[src/common/brs_map.svh]
// Register offsets, field positions, reset values and timing counts of the brown-out sequencer
`ifndef BRS_MAP_SVH
`define BRS_MAP_SVH
`define BRS_CTRL_OFF 12'h000
`define BRS_STATUS_OFF 12'h004
`define BRS_RESET_CONTROL_REG_OFF 12'h008
`define BRS_CTRL_OSEL_LSB 0
`define BRS_CTRL_PMODE_LSB 4
`define BRS_CTRL_POWER_UP_TIMER_EN_BIT 8
`define BRS_CTRL_RESET 32'h0000_0000
`define BRS_CTRL_WMASK 32'h0000_0137
`define BRS_STAT_HOLD_BIT 0
`define BRS_STAT_IRST_BIT 1
`define BRS_STAT_OST_BIT 2
`define BRS_STAT_POWER_UP_TIMER_BIT 3
`define BRS_RESET_CONTROL_REG_BOR_BIT 1
`define BRS_OSC_LOCK_BIT 5
`define BRS_CLK_NS 5
`define BRS_RST_PULSE_NS 50
`define BRS_RST_PULSE_CYC ((`BRS_RST_PULSE_NS + `BRS_CLK_NS - 1) / `BRS_CLK_NS)
`define BRS_OST_CYCLES 1024
`define BRS_POWER_UP_TIMER_CYCLES 8192
`define BRS_FSCM_CYCLES 6000
`endif

[src/common/brs_pkg.sv]
// Types shared by the brown-out reset sequencer
package brs_pkg;
    typedef enum logic [2:0] {
        BRS_OSC_FRC = 3'h0,
        BRS_OSC_FRCPLL = 3'h1,
        BRS_OSC_PRI = 3'h2,
        BRS_OSC_PRIPLL = 3'h3,
        BRS_OSC_RSVD = 3'h4,
        BRS_OSC_LPRC = 3'h5,
        BRS_OSC_FRC16 = 3'h6,
        BRS_OSC_FRCDIVN = 3'h7
    } brs_osc_sel_t;
    typedef enum logic [1:0] {
        BRS_PM_EXT = 2'h0,
        BRS_PM_XT = 2'h1,
        BRS_PM_HS = 2'h2,
        BRS_PM_OFF = 2'h3
    } brs_pmode_t;
    typedef struct packed {
        brs_osc_sel_t osc_select_cfg;
        brs_pmode_t primary_osc_mode_cfg;
        logic power_up_timer_en;
    } brs_cfg_t;
    typedef struct packed {
        logic use_osc;
        logic use_pll;
        logic crystal;
        logic [2:0] clk_src;
    } brs_clk_plan_t;
    typedef struct packed {
        logic psel;
        logic penable;
        logic pwrite;
        logic [11:0] paddr;
        logic [31:0] pwdata;
    } brs_apb_req_t;
    typedef struct packed {
        logic [31:0] prdata;
        logic pready;
        logic pslverr;
    } brs_apb_rsp_t;
endpackage

[src/hdl/brs_timer.sv]
// Loadable down-counter signalling expiry, stepped by an enable
`timescale 1ns/1ps
`default_nettype none
module brs_timer #(
    parameter int WIDTH = 16
) (
    input wire logic pclk,
    input wire logic presetn,
    input wire logic load,
    input wire logic [WIDTH-1:0] count,
    input wire logic step,
    output logic done
);
    typedef struct packed {
        logic [WIDTH-1:0] cnt;
        logic done;
    } brs_tmr_state_t;
    brs_tmr_state_t st_reg;
    brs_tmr_state_t st_next;
    // Narrower counters cannot tell a load of one from expiry
    if (WIDTH < 2) begin : g_bad_width
        $error("brs_timer: WIDTH too small");
    end
    always_comb begin
        st_next = st_reg;
        if (load) begin
            st_next.cnt = count;
            st_next.done = (count == '0);
        end else if (step && !st_reg.done) begin
            st_next.cnt = st_reg.cnt - 1'b1;
            st_next.done = (st_reg.cnt == {{(WIDTH-1){1'b0}}, 1'b1});
        end
    end
    always_ff @(posedge pclk or negedge presetn) begin
        if (!presetn) begin
            st_reg <= '0;
        end else begin
            st_reg <= st_next;
        end
    end
    assign done = st_reg.done;
endmodule
`default_nettype wire

[src/hdl/brs_apb_regs.sv]
// APB slave holding the sequencer configuration and reset control words and reading back the status word
`timescale 1ns/1ps
`default_nettype none
`include "brs_map.svh"
module brs_apb_regs (
    input wire logic pclk,
    input wire logic presetn,
    input wire brs_pkg::brs_apb_req_t apb_req,
    output brs_pkg::brs_apb_rsp_t apb_rsp,
    input wire logic [31:0] status_word,
    input wire logic bor_set,
    output brs_pkg::brs_cfg_t cfg,
    output logic bor_flag
);
    import brs_pkg::*;
    typedef struct packed {
        logic [31:0] ctrl;
        logic bor;
        brs_apb_rsp_t rsp;
    } brs_reg_state_t;
    brs_reg_state_t st_reg;
    brs_reg_state_t st_next;
    logic wr;
    logic rd;
    always_comb begin
        st_next = st_reg;
        wr = apb_req.psel && apb_req.penable && apb_req.pwrite;
        rd = apb_req.psel && !apb_req.penable && !apb_req.pwrite;
        st_next.rsp.pready = apb_req.psel && !apb_req.penable;
        st_next.rsp.pslverr = 1'b0;
        if (apb_req.psel && !apb_req.penable) begin
            st_next.rsp.prdata = 32'h0000_0000;
            case (apb_req.paddr)
                `BRS_CTRL_OFF: st_next.rsp.prdata = st_reg.ctrl;
                `BRS_STATUS_OFF: st_next.rsp.prdata = status_word;
                `BRS_RESET_CONTROL_REG_OFF: st_next.rsp.prdata[`BRS_RESET_CONTROL_REG_BOR_BIT] = st_reg.bor;
                default: st_next.rsp.pslverr = 1'b1;
            endcase
        end
        // Write one clears; a simultaneous brown-out wins
        if (wr && apb_req.paddr == `BRS_CTRL_OFF) begin
            st_next.ctrl = apb_req.pwdata & `BRS_CTRL_WMASK;
        end
        if (wr && apb_req.paddr == `BRS_RESET_CONTROL_REG_OFF && apb_req.pwdata[`BRS_RESET_CONTROL_REG_BOR_BIT]) begin
            st_next.bor = 1'b0;
        end
        if (bor_set) begin
            st_next.bor = 1'b1;
        end
        if (rd) begin
            st_next.rsp.pready = 1'b1;
        end
    end
    always_ff @(posedge pclk or negedge presetn) begin
        if (!presetn) begin
            st_reg <= '0;
        end else begin
            st_reg <= st_next;
        end
    end
    assign apb_rsp = st_reg.rsp;
    assign cfg.osc_select_cfg = brs_osc_sel_t'(st_reg.ctrl[`BRS_CTRL_OSEL_LSB +: 3]);
    assign cfg.primary_osc_mode_cfg = brs_pmode_t'(st_reg.ctrl[`BRS_CTRL_PMODE_LSB +: 2]);
    assign cfg.power_up_timer_en = st_reg.ctrl[`BRS_CTRL_POWER_UP_TIMER_EN_BIT];
    assign bor_flag = st_reg.bor;
endmodule
`default_nettype wire

[src/hdl/brs_sequencer.sv]
// Brown-out reset sequencer: reset pulse, clock hold and power-up delay
`timescale 1ns/1ps
`default_nettype none
`include "brs_map.svh"
module brs_sequencer #(
    parameter int OST_CYCLES = `BRS_OST_CYCLES,
    parameter int POWER_UP_TIMER_CYCLES = `BRS_POWER_UP_TIMER_CYCLES,
    parameter int FSCM_CYCLES = `BRS_FSCM_CYCLES,
    parameter int TW = 16
) (
    input wire logic pclk,
    input wire logic presetn,
    input wire brs_pkg::brs_apb_req_t apb_req,
    output brs_pkg::brs_apb_rsp_t apb_rsp,
    input wire logic brownout_detect,
    input wire logic sleep_mode,
    input wire logic idle_mode,
    input wire logic pll_lock,
    input wire logic osc_tick,
    output logic device_reset,
    output logic internal_reset,
    output logic sysclk_hold,
    output logic [2:0] clk_src_sel,
    output logic pll_enable,
    output logic instr_cycle_en,
    output logic brownout_reset_flag
);
    import brs_pkg::*;
    localparam int PULSE_CYC = `BRS_RST_PULSE_CYC;

    // Refused at elaboration: the timers cannot hold wider counts
    if (TW < 2 || TW > 31) begin : g_bad_tw
        $error("TW must lie between 2 and 31");
    end
    if (OST_CYCLES < 1 || OST_CYCLES >= (1 << TW)) begin : g_bad_ost
        $error("OST_CYCLES out of range");
    end
    if (POWER_UP_TIMER_CYCLES < 0 || POWER_UP_TIMER_CYCLES >= (1 << TW)) begin : g_bad_power_up_timer
        $error("POWER_UP_TIMER_CYCLES out of range");
    end
    if (FSCM_CYCLES < 1 || FSCM_CYCLES >= (1 << TW)) begin : g_bad_fscm
        $error("FSCM_CYCLES out of range");
    end
    if (PULSE_CYC < 1 || PULSE_CYC > 255) begin : g_bad_pulse
        $error("Reset pulse does not fit its counter");
    end

    // Oscillator selection and primary mode decode into a clock plan
    function automatic brs_clk_plan_t plan_clock(input brs_cfg_t c);
        brs_clk_plan_t p;
        p = '0;
        p.clk_src = c.osc_select_cfg;
        case (c.osc_select_cfg)
            BRS_OSC_FRC: begin
                p.use_pll = 1'b0;
            end
            BRS_OSC_FRCPLL: begin
                p.use_pll = 1'b1;
            end
            BRS_OSC_PRI: begin
                p.use_osc = (c.primary_osc_mode_cfg != BRS_PM_OFF);
            end
            BRS_OSC_PRIPLL: begin
                p.use_osc = (c.primary_osc_mode_cfg != BRS_PM_OFF);
                p.use_pll = 1'b1;
            end
            BRS_OSC_RSVD: begin
                // Reserved code falls back to the fast RC source
                p.clk_src = BRS_OSC_FRC;
            end
            BRS_OSC_LPRC, BRS_OSC_FRC16, BRS_OSC_FRCDIVN: begin
                p.use_pll = 1'b0;
            end
            default: begin
                p.clk_src = BRS_OSC_FRC;
            end
        endcase
        p.crystal = p.use_osc && (c.primary_osc_mode_cfg == BRS_PM_XT ||
            c.primary_osc_mode_cfg == BRS_PM_HS);
        return p;
    endfunction

    // Power-up delay length; zero delay on a crystal still waits out the monitor
    function automatic logic [TW-1:0] pick_delay(input logic power_up_timer_en, input logic crystal);
        logic [TW-1:0] d;
        d = '0;
        if (power_up_timer_en) begin
            d = TW'(POWER_UP_TIMER_CYCLES);
        end else if (crystal) begin
            d = TW'(FSCM_CYCLES);
        end
        return d;
    endfunction

    // Software view of the sequence progress
    function automatic logic [31:0] pack_status(input logic hold, input logic irst,
        input logic osc_startup_timer, input logic power_up_timer, input logic lock);
        logic [31:0] w;
        w = '0;
        w[`BRS_STAT_HOLD_BIT] = hold;
        w[`BRS_STAT_IRST_BIT] = irst;
        w[`BRS_STAT_OST_BIT] = osc_startup_timer;
        w[`BRS_STAT_POWER_UP_TIMER_BIT] = power_up_timer;
        w[`BRS_OSC_LOCK_BIT] = lock;
        return w;
    endfunction

    // Returns next phase and enable; the enable fires on every second running tick
    function automatic logic [1:0] cycle_step(input logic tick, input logic held,
        input logic phase);
        logic [1:0] r;
        r = {phase, 1'b0};
        if (tick && !held) begin
            r[1] = !phase;
            r[0] = phase;
        end
        return r;
    endfunction

    // System clock may run once its source and PLL are settled
    function automatic logic clock_is_ready(input brs_clk_plan_t p, input logic osc_startup_timer,
        input logic lock);
        logic ok;
        ok = 1'b1;
        if (p.use_osc && !osc_startup_timer) begin
            ok = 1'b0;
        end
        if (p.use_pll && !lock) begin
            ok = 1'b0;
        end
        return ok;
    endfunction

    typedef enum logic [4:0] {
        S_RUN = 5'b00001,
        S_PULSE = 5'b00010,
        S_LOAD = 5'b00100,
        S_WAIT = 5'b01000,
        S_DONE = 5'b10000
    } brs_state_t;

    typedef struct packed {
        brs_state_t fsm;
        logic [7:0] pulse_cnt;
        brs_clk_plan_t plan;
        logic dev_rst;
        logic int_rst;
        logic hold;
        logic bor_set;
        logic cyc_phase;
        logic cyc_en;
    } brs_seq_state_t;

    // Idle after power-on: no sequence running, every output low
    localparam brs_seq_state_t SEQ_IDLE = '{
        fsm: S_RUN,
        pulse_cnt: 8'h00,
        plan: '0,
        dev_rst: 1'b0,
        int_rst: 1'b0,
        hold: 1'b0,
        bor_set: 1'b0,
        cyc_phase: 1'b0,
        cyc_en: 1'b0
    };

    // A new brown-out restarts the whole sequence from the reset pulse
    function automatic brs_seq_state_t restart(input brs_seq_state_t s);
        brs_seq_state_t r;
        r = s;
        r.fsm = S_PULSE;
        r.pulse_cnt = 8'(PULSE_CYC);
        r.dev_rst = 1'b1;
        r.int_rst = 1'b1;
        r.hold = 1'b1;
        r.cyc_phase = 1'b0;
        return r;
    endfunction

    brs_seq_state_t st_reg;
    brs_seq_state_t st_next;
    brs_cfg_t cfg;
    logic bor_flag;
    logic ost_done;
    logic power_up_timer_done;
    logic [TW-1:0] delay_count;
    logic [31:0] status_word;
    logic tmr_load;
    logic clock_ready;
    brs_clk_plan_t new_plan;

    brs_apb_regs u_regs (
        .pclk(pclk),
        .presetn(presetn),
        .apb_req(apb_req),
        .apb_rsp(apb_rsp),
        .status_word(status_word),
        .bor_set(st_reg.bor_set),
        .cfg(cfg),
        .bor_flag(bor_flag)
    );

    brs_timer #(.WIDTH(TW)) u_ost (
        .pclk(pclk),
        .presetn(presetn),
        .load(tmr_load),
        .count(TW'(OST_CYCLES)),
        .step(osc_tick),
        .done(ost_done)
    );

    // Power-up delay counts on the free-running reference clock
    brs_timer #(.WIDTH(TW)) u_power_up_timer (
        .pclk(pclk),
        .presetn(presetn),
        .load(tmr_load),
        .count(delay_count),
        .step(1'b1),
        .done(power_up_timer_done)
    );

    always_comb begin
        new_plan = plan_clock(cfg);
        tmr_load = (st_reg.fsm == S_LOAD);
        // Taken from the plan latched now; the stored one belongs to the last sequence
        delay_count = pick_delay(cfg.power_up_timer_en, new_plan.crystal);
        clock_ready = clock_is_ready(st_reg.plan, ost_done, pll_lock);
        status_word = pack_status(st_reg.hold, st_reg.int_rst, ost_done, power_up_timer_done, pll_lock);
    end

    always_comb begin
        st_next = st_reg;
        st_next.bor_set = 1'b0;
        // Instruction cycle enable every second oscillator tick while the system clock is not held
        {st_next.cyc_phase, st_next.cyc_en} =
            cycle_step(osc_tick, st_reg.hold, st_reg.cyc_phase);
        case (st_reg.fsm)
            S_RUN: begin
                st_next.fsm = S_RUN;
            end
            S_DONE: begin
                // Flag set is under way; settle back to watching
                st_next.fsm = S_RUN;
            end
            S_PULSE: begin
                if (st_reg.pulse_cnt == 8'h01) begin
                    st_next.dev_rst = 1'b0;
                    st_next.fsm = S_LOAD;
                end else begin
                    st_next.pulse_cnt = st_reg.pulse_cnt - 8'h01;
                end
            end
            S_LOAD: begin
                st_next.plan = new_plan;
                st_next.fsm = S_WAIT;
            end
            S_WAIT: begin
                // Clock may run before the delay ends; reset waits for both
                if (clock_ready) begin
                    st_next.hold = 1'b0;
                end
                if (clock_ready && power_up_timer_done) begin
                    st_next.int_rst = 1'b0;
                    st_next.bor_set = 1'b1;
                    st_next.fsm = S_DONE;
                end
            end
            default: st_next.fsm = S_RUN;
        endcase
        // Sleep and Idle do not gate detection; a new brown-out restarts
        if (brownout_detect || ((sleep_mode || idle_mode) && brownout_detect)) begin
            st_next = restart(st_next);
        end
    end

    always_ff @(posedge pclk or negedge presetn) begin
        if (!presetn) begin
            st_reg <= SEQ_IDLE;
        end else begin
            st_reg <= st_next;
        end
    end

    assign device_reset = st_reg.dev_rst;
    assign internal_reset = st_reg.int_rst;
    assign sysclk_hold = st_reg.hold;
    assign clk_src_sel = st_reg.plan.clk_src;
    assign pll_enable = st_reg.plan.use_pll;
    assign instr_cycle_en = st_reg.cyc_en;
    assign brownout_reset_flag = bor_flag;
endmodule
`default_nettype wire

[config.mk]
export PLATFORM = sky130hd
export DESIGN_NAME = brs_sequencer
export DESIGN_NICKNAME = d
export VERILOG_FILES = /design/src/common/brs_pkg.sv /design/src/hdl/brs_timer.sv /design/src/hdl/brs_apb_regs.sv /design/src/hdl/brs_sequencer.sv
export VERILOG_INCLUDE_DIRS = /design/src /design/src/common
export SDC_FILE = /design/constraint.sdc
export NUM_CORES = 1
export LEC_CHECK = 0
export BUFFER_PORTS_ARGS = -buffer_cell sky130_fd_sc_hd__buf_2
export CAP_MARGIN = 20
export CORE_MARGIN = 2
export CORE_UTILIZATION = 53
export DETAILED_ROUTE_END_ITERATION = 7
export PLACE_DENSITY = 0.8
export SYNTH_ARGS = -nofsm -noshare
export SYNTH_HDL_FRONTEND = slang
export SYNTH_SLANG_ARGS = --single-unit
[constraint.sdc]
create_clock -name pclk -period 2.8 [get_ports pclk]
set_input_delay 0.42 -clock pclk [delete_from_list [all_inputs] [get_ports pclk]]
set_output_delay 0.42 -clock pclk [all_outputs]
set_load 0.005 [all_outputs]
==> qor.csv, run 1 <==
metric;value;unit
outcome;finished clean;
drv_slew;0;
syn_to_final_growth;10.32;%
root_buffer;clkbuf_8;
wirelength;7217;um
fmax;0.4519;GHz
maxCapViolCount;0;
worstMarginPinSlew;633.2;ps
synth_top_flop_cell;dfrtp_1;
power.leakage;1.889;nW
synth_xor_area_frac;0.05126;
endpoint;device_reset;
die_area;7781;um^2
cp_max_fo;9;
ioPinCount;97;
r2r_slack;590;ps
hp-class;input pin to async pin;
hold_viol;0;
crit_arrival;2460;ps
clkLatencyLatePin;350;ps
finalSetupViolations;0;
antenna_found_initial;0;
vias;2791;
fp.dieW;88.21;um
yosysWarnings;0;
synth_cell_type_count;53;
crit_start;st_reg[15];
post-route-worst-setup-slack;587.1;ps
die_h;88.21;um
max_slew_margin;0.5767;
grt_pass1_vias;2723;
syn_avg_cell_area;10.10;um^2
grtUsageTotal;0.2055;
cts.repair.resized;0;
multi_input_area;1687;um^2
drc;0;
drt-vias-per-instance;5.409;
r2r_end;device_reset;
place_ws;642.7;ps
critPathLaunchType;register;
layout_commonest_cell;dfrtp_1;
r2r_cells;5;
ys_ff_latch;74;
drt_iter0_drc;125;
port_buffers;43;
core_area;6832;um^2
dp_hpwl;5126;um
synthAdderAreaFrac;0.02330;
post_cts.repair.setup_buffers;0;
synth_mux_area_frac;0.02963;
ant_nets;0;
finClkSkew;12.96;ps
cts_made_buffers;9;
synth-simple-area-share;0.2087;
synth_compound_area_frac;0.1109;
period_minus_slack;2213;ps
nNetsFinal;476;
cts_tree;done;
rr_startpoint;st_reg[15];
globalplace.congestion;0.8315;
drive_gt1_frac;0.2024;
synthCells;372;
seq_area_frac_synth;0.4930;
async_reset_ff_frac;1.000;
syn-cell-area;3759;um^2
tns;0;ps
routedWlPerCell;13.99;um
worstSetupPathType;register to register;
power;0.003305;W
fin_crit_sh;0.7903;
clk_pin_slew;80;ps
synth_top_family_by_area;simple AND/OR/NAND/NOR gates;
critPathCaptureType;register;
rsz0062_at_grt;no;
final_cell_mix;dfrtp_1 (73), buf_2 (43), nor2_1 (29);
postCtsHoldBufs;0;
clkSinkCount;74;
crit_required;3050;ps
htree_levels;3;
cts.path.max_buffers;2;
hold_ws;15.07;ps
start_util;0.5502;
grt_pass1_wl;12510;um
row_count;30;
synth_enable_flop_cells;0;
grt_overflow_total;0;
power_density;797.2;nW/um^2
peakVddDrop;0.5314;mV
grt_max_degree;37;
drt-pass1-iter-count;4;
antenna_cells;0;
fill_cells;578;
area.sequential;1853;um^2
## cell usage after synthesis, types with 10 or more instances
library cell | n | area (um^2)
or4_1 | 11 | 82.58
inv_1 | 14 | 52.55
clkbuf_1 | 11 | 41.29
buf_4 | 28 | 210.2
o21ai_0 | 20 | 100.1
nand3_1 | 10 | 50.05
nor2_1 | 29 | 108.9
a21oi_1 | 16 | 80.08
xnor2_1 | 12 | 105.1
nor4_1 | 14 | 87.58
nor3_1 | 13 | 65.06
nand2_1 | 21 | 78.83
dfrtp_1 | 73 | 1827
xor2_1 | 10 | 87.58
## logic make-up after synthesis
group | after synthesis
compound gates | 65
xor+xnor | 22
fa+ha+maj | 7
buf+inv | 54
flops | 74
mux | 10
other cells | 1
simple gates | 139
## where the power goes
group	total [W]	leakage, nW	switching [W]	internal (W)
combinational	0.000929	0.867	0.000518	0.000411
clock	0.000724	0.0787	0.000403	0.000321
sequential	0.00165	0.943	0.000311	0.00134
total	0.00331	1.89	0.00123	0.00207
## metrics by stage
step           area [um^2]  instances  utilization
2_1_floorplan         3849        396            -
3_3_place_gp          3978        500       0.5822
3_5_place_dp          3978        500       0.5822
4_1_cts               4146        516       0.6070
5_1_grt               4146        516       0.6070
6_report              4146        516       0.6070
## area by class of cell
cell class                 count  area share
timing repair buffer          48     0.06397
multi-input combinational    268      0.4068
tap                           96     0.02897
clock inverter                 6    0.009958
clock buffer                  10     0.03078
inverter                      14     0.01267
sequential                    74      0.4469
## worst min-delay path by stage
stage | slack (ps) | start | endpoint | cells past startpoint
2_1_floorplan | 120 | presetn | clk_src_sel[0] | 0
6_report | 20 | presetn | u_regs.apb_rsp[3] | 1
3_3_place_gp | 400 | presetn | device_reset | 1
4_1_cts | 10 | presetn | u_regs.apb_rsp[3] | 1
3_5_place_dp | 410 | presetn | device_reset | 1
5_1_grt | 50 | presetn | st_reg[18] | 1
## critical path, stage by stage, from the launching register on
cell	delay, ps
dfrtp_1	440
or4_4	560
nor4b_2	570
buf_4	260
nand3_1	90
a21o_1	190
## metal layers
layer | vias to the layer above | global-route usage | part of all wire
met1 | 1351 | 0.2639 | 0.44
met3 | 11 | 0.05504 | 0.049
met4 | 0 | 0.06887 | 0.013
met2 | 56 | 0.3397 | 0.50
met5 | - | 0 | 0
li1 | 1373 | - | -
No activity file was read; power rests on OpenSTA's default activity.
==> inputs of run 2 (changes only) <==
==> constraint.sdc (replaced) <==
create_clock -name pclk -period 2.2 [get_ports pclk]
set_input_delay 0.33 -clock pclk [delete_from_list [all_inputs] [get_ports pclk]]
set_output_delay 0.33 -clock pclk [all_outputs]
set_load 0.005 [all_outputs]
==> qor.csv, run 2 (synthesized netlist as in run 1, its figures left out) <==
metric;value;unit
outcome;finished clean;
hp-class;input pin to async pin;
grt_max_degree;36;
antenna_found_initial;0;
fill_cells;580;
post_cts.repair.setup_buffers;0;
drive_gt1_frac;0.2141;
wirelength;7542;um
cts_tree;done;
drt-pass1-iter-count;4;
power.leakage;1.935;nW
nNetsFinal;482;
start_util;0.5502;
worstSetupPathType;register to register;
critPathCaptureType;register;
ant_nets;0;
core_area;6832;um^2
htree_levels;3;
die_area;7781;um^2
post-place-cells;506;
fin_crit_sh;0.9435;
vias;2861;
dp_hpwl;5450;um
clkSinkCount;74;
grt_overflow_total;0;
instances_no_fill;521;
syn_to_final_growth;12.15;%
crit_required;2480;ps
peakVddDrop;0.8083;mV
layout_commonest_cell;dfrtp_1;
root_buffer;clkbuf_8;
fp.dieW;88.21;um
postLayoutCoreUtil;0.6170;
period_minus_slack;2076;ps
ioPinCount;97;
drt-vias-per-instance;5.491;
crit_arrival;2360;ps
clkLatencyLatePin;350;ps
drv_slew;0;
routedWlPerCell;14.48;um
finClkSkew;9.686;ps
maxCapViolCount;0;
grt_pass1_wl;12360;um
worstMarginPinSlew;653.0;ps
grtUsageTotal;0.2040;
hold_ws;6.181;ps
grt_pass1_vias;2701;
tns;0;ps
power_density;1049;nW/um^2
row_count;30;
power;0.004424;W
finalSetupViolations;0;
hold_viol;0;
cts.repair.resized;0;
die_h;88.21;um
drc;0;
postCtsHoldBufs;0;
clk_pin_slew;80;ps
globalplace.congestion;0.8085;
drt_iter0_drc;132;
antenna_cells;0;
rsz0062_at_grt;no;
max_slew_margin;0.5646;
cts_made_buffers;9;
critPathLaunchType;register;
final_cell_mix;dfrtp_1 (73), buf_2 (43), nor2_1 (29);
fmax;0.4818;GHz
cp_max_fo;5;
cts.path.max_buffers;2;
port_buffers;43;
run 2: cell types whose count changed in the layout (fill, tap and decap cells not counted):
cell / delta
buf_4: +6
bufinv_16: +1
clkbuf_1: -1
clkbuf_8: +1
clkinvlp_4: -1
inv_6: -1
run 2: final timing paths:
path	startpoint	to	slack, ps	depth (start not counted)
max	u_power_up_timer.st_reg[7]	u_power_up_timer.st_reg[15]	120	4
min	presetn	u_regs.apb_rsp[3]	6	1
max reg2reg	u_power_up_timer.st_reg[7]	u_power_up_timer.st_reg[15]	120	4
min reg2reg	st_reg[2]	u_regs.bor_flag	430	1
max in group asynchronous	presetn	u_ost.st_reg[13]	1550	2
min in group pclk	apb_req[8]	u_regs.cfg[0]	210	2
run 2: layout make-up:
type	count	area, um^2	area share
Clock inverter	5	55.05	0.01306
Multi-Input combinational cell	268	1687	0.4001
Inverter	14	52.55	0.01247
Sequential cell	74	1853	0.4396
Timing Repair Buffer	54	310.3	0.07361
Clock buffer	10	137.6	0.03265
Tap cell	96	120.1	0.02850
run 2: power breakdown:
group          leakage [nW]  switching (W)  internal [W]
sequential            0.943       0.000397       0.00171
combinational         0.898       0.000694      0.000575
clock                0.0941       0.000505      0.000545
run 2: metal layers:
layer	vias up	global-route usage	wire (um)
met4	0	0.05510	102
met3	12	0.05131	332
met5	-	0	0
met2	62	0.3411	3796
met1	1407	0.2674	3311
li1	1380	-	-
run 2: through the flow:
stage | worst slack [ps] | instance area (um^2)
after floorplan | 220.8 | 3849
after global routing | 76.82 | 4215
after global placement | 174.1 | 4023
after detailed placement | 138.4 | 4023
after CTS | 131.5 | 4215
final | 124.2 | 4215
run 2: worst max-delay path, stage by stage (launching register included):
cell and delay (ps):
dfrtp_1 430, or4_4 540, or4_4 540, or4_1 430, nand2_1 80
==> inputs of run 3 (changes only) <==
--- a/config.mk
+++ b/config.mk
@@ -12,6 +12,7 @@
 export CORE_UTILIZATION = 53
 export DETAILED_ROUTE_END_ITERATION = 7
 export PLACE_DENSITY = 0.8
+export RECOVER_POWER = 100
 export SYNTH_ARGS = -nofsm -noshare
 export SYNTH_HDL_FRONTEND = slang
 export SYNTH_SLANG_ARGS = --single-unit
==> qor.csv, run 3 (synthesized netlist as in run 1, its figures left out) <==
metric;value;unit
critPathLaunchType;register;
clkLatencyLatePin;350;ps
drt_iter0_drc;168;
cp_max_fo;5;
drt-pass1-iter-count;4;
die_h;88.21;um
hold_viol;0;
worstSetupPathType;register to register;
syn_to_final_growth;10.59;%
postCtsHoldBufs;0;
layout_commonest_cell;dfrtp_1;
period_minus_slack;2077;ps
drv_slew;0;
fp.dieW;88.21;um
clkSinkCount;74;
start_util;0.5502;
fin_crit_sh;0.9441;
cts.repair.resized;0;
antenna_found_initial;0;
final_cell_area;4156;um^2
grt_overflow_total;0;
globalplace.congestion;0.8085;
max_slew_margin;0.02395;
nNetsFinal;482;
post_cts.repair.setup_buffers;0;
peakVddDrop;0.7847;mV
worstMarginPinSlew;1464;ps
final_cell_mix;dfrtp_1 (73), nor2_1 (29), buf_2 (29);
root_buffer;clkbuf_8;
core_area;6832;um^2
cts.path.max_buffers;2;
finalSetupViolations;0;
routedWlPerCell;14.44;um
tns;0;ps
dp_hpwl;5450;um
drive_gt1_frac;0.1694;
drc;0;
clk_pin_slew;80;ps
crit_required;2480;ps
port_buffers;43;
cts_tree;done;
hp-class;input pin to register;
critPathCaptureType;register;
wirelength;7523;um
drt-vias-per-instance;5.491;
crit_arrival;2360;ps
row_count;30;
antenna_cells;0;
outcome;finished clean;
place_area;4023;um^2
maxCapViolCount;0;
grt_pass1_wl;12360;um
htree_levels;3;
power_density;1056;nW/um^2
power.leakage;1.859;nW
fmax;0.4815;GHz
vias;2861;
grtUsageTotal;0.2040;
grt_pass1_vias;2701;
rsz0062_at_grt;no;
grt_max_degree;36;
ant_nets;0;
die_area;7781;um^2
cts_made_buffers;9;
ioPinCount;97;
finClkSkew;10.13;ps
## run 3: cell count changes in the layout (fill, tap and decap cells not counted)
| cell | delta |
|---|---|
| clkbuf_1 | +18 |
| buf_12 | -1 |
| buf_2 | -14 |
| clkbuf_2 | +3 |
| nor4b_1 | +1 |
| nor4b_2 | -1 |
| buf_4 | -6 |
| and2_1 | -2 |
| and2_0 | +2 |
## run 3: cell type report
cell class	instances	area (um^2)
Multi-Input combinational cell	268	1680
Fill cell	596	2675
Tap cell	96	120.1
Clock inverter	5	55.05
Inverter	14	52.55
Clock buffer	10	137.6
Timing Repair Buffer	54	257.7
Sequential cell	74	1853
## run 3: power breakdown
| group | total (W) | switching, W | internal, W |
|---|---|---|---|
| registers | 0.00210 | 0.000396 | 0.00171 |
| clock network | 0.00105 | 0.000503 | 0.000544 |
| logic | 0.00124 | 0.000691 | 0.000548 |
| total | 0.00439 | 0.00159 | 0.00280 |
## run 3: metal layers
| metal | part of all wire | wire, um | GRT usage | vias up |
|---|---|---|---|---|
| li1 | - | - | - | 1380 |
| met1 | 0.43 | 3266 | 0.2674 | 1405 |
| met2 | 0.51 | 3833 | 0.3411 | 67 |
| met3 | 0.045 | 335 | 0.05131 | 9 |
| met4 | 0.012 | 87 | 0.05510 | 0 |
| met5 | 0 | 0 | 0 | - |
## run 3: worst max-delay path: stages, from the launching register on
cell     delay, ps
dfrtp_1        430
or4_4          540
or4_4          540
or4_1          430
nand2_1         80
## run 3: worst paths after layout
check / end / cells past startpoint / slack (ps) / startpoint
setup / recovery: u_power_up_timer.st_reg[15] / 4 / 120 / u_power_up_timer.st_reg[7]
hold / removal: u_regs.cfg[0] / 2 / 210 / apb_req[8]
setup reg to reg: u_power_up_timer.st_reg[15] / 4 / 120 / u_power_up_timer.st_reg[7]
hold reg to reg: u_regs.bor_flag / 1 / 430 / st_reg[2]
max in group asynchronous: u_ost.st_reg[13] / 2 / 580 / presetn
min in group asynchronous: u_regs.apb_rsp[3] / 1 / 320 / presetn
## run 3: through the flow
stage | setup WS (ps) | hold WS [ps] | power, W | instances | util
after floorplan | 220.8 | 34.41 | 0.003006 | 396 | -
after global placement | 174.1 | 375.4 | 0.003285 | 506 | 0.5888
after detailed placement | 138.4 | 384.5 | 0.003382 | 506 | 0.5888
after CTS | 131.5 | 8.424 | 0.004433 | 521 | 0.6170
after global routing | 46.72 | 204.5 | 0.004700 | 521 | 0.6084
final | 123.0 | 208.1 | 0.004390 | 521 | 0.6084
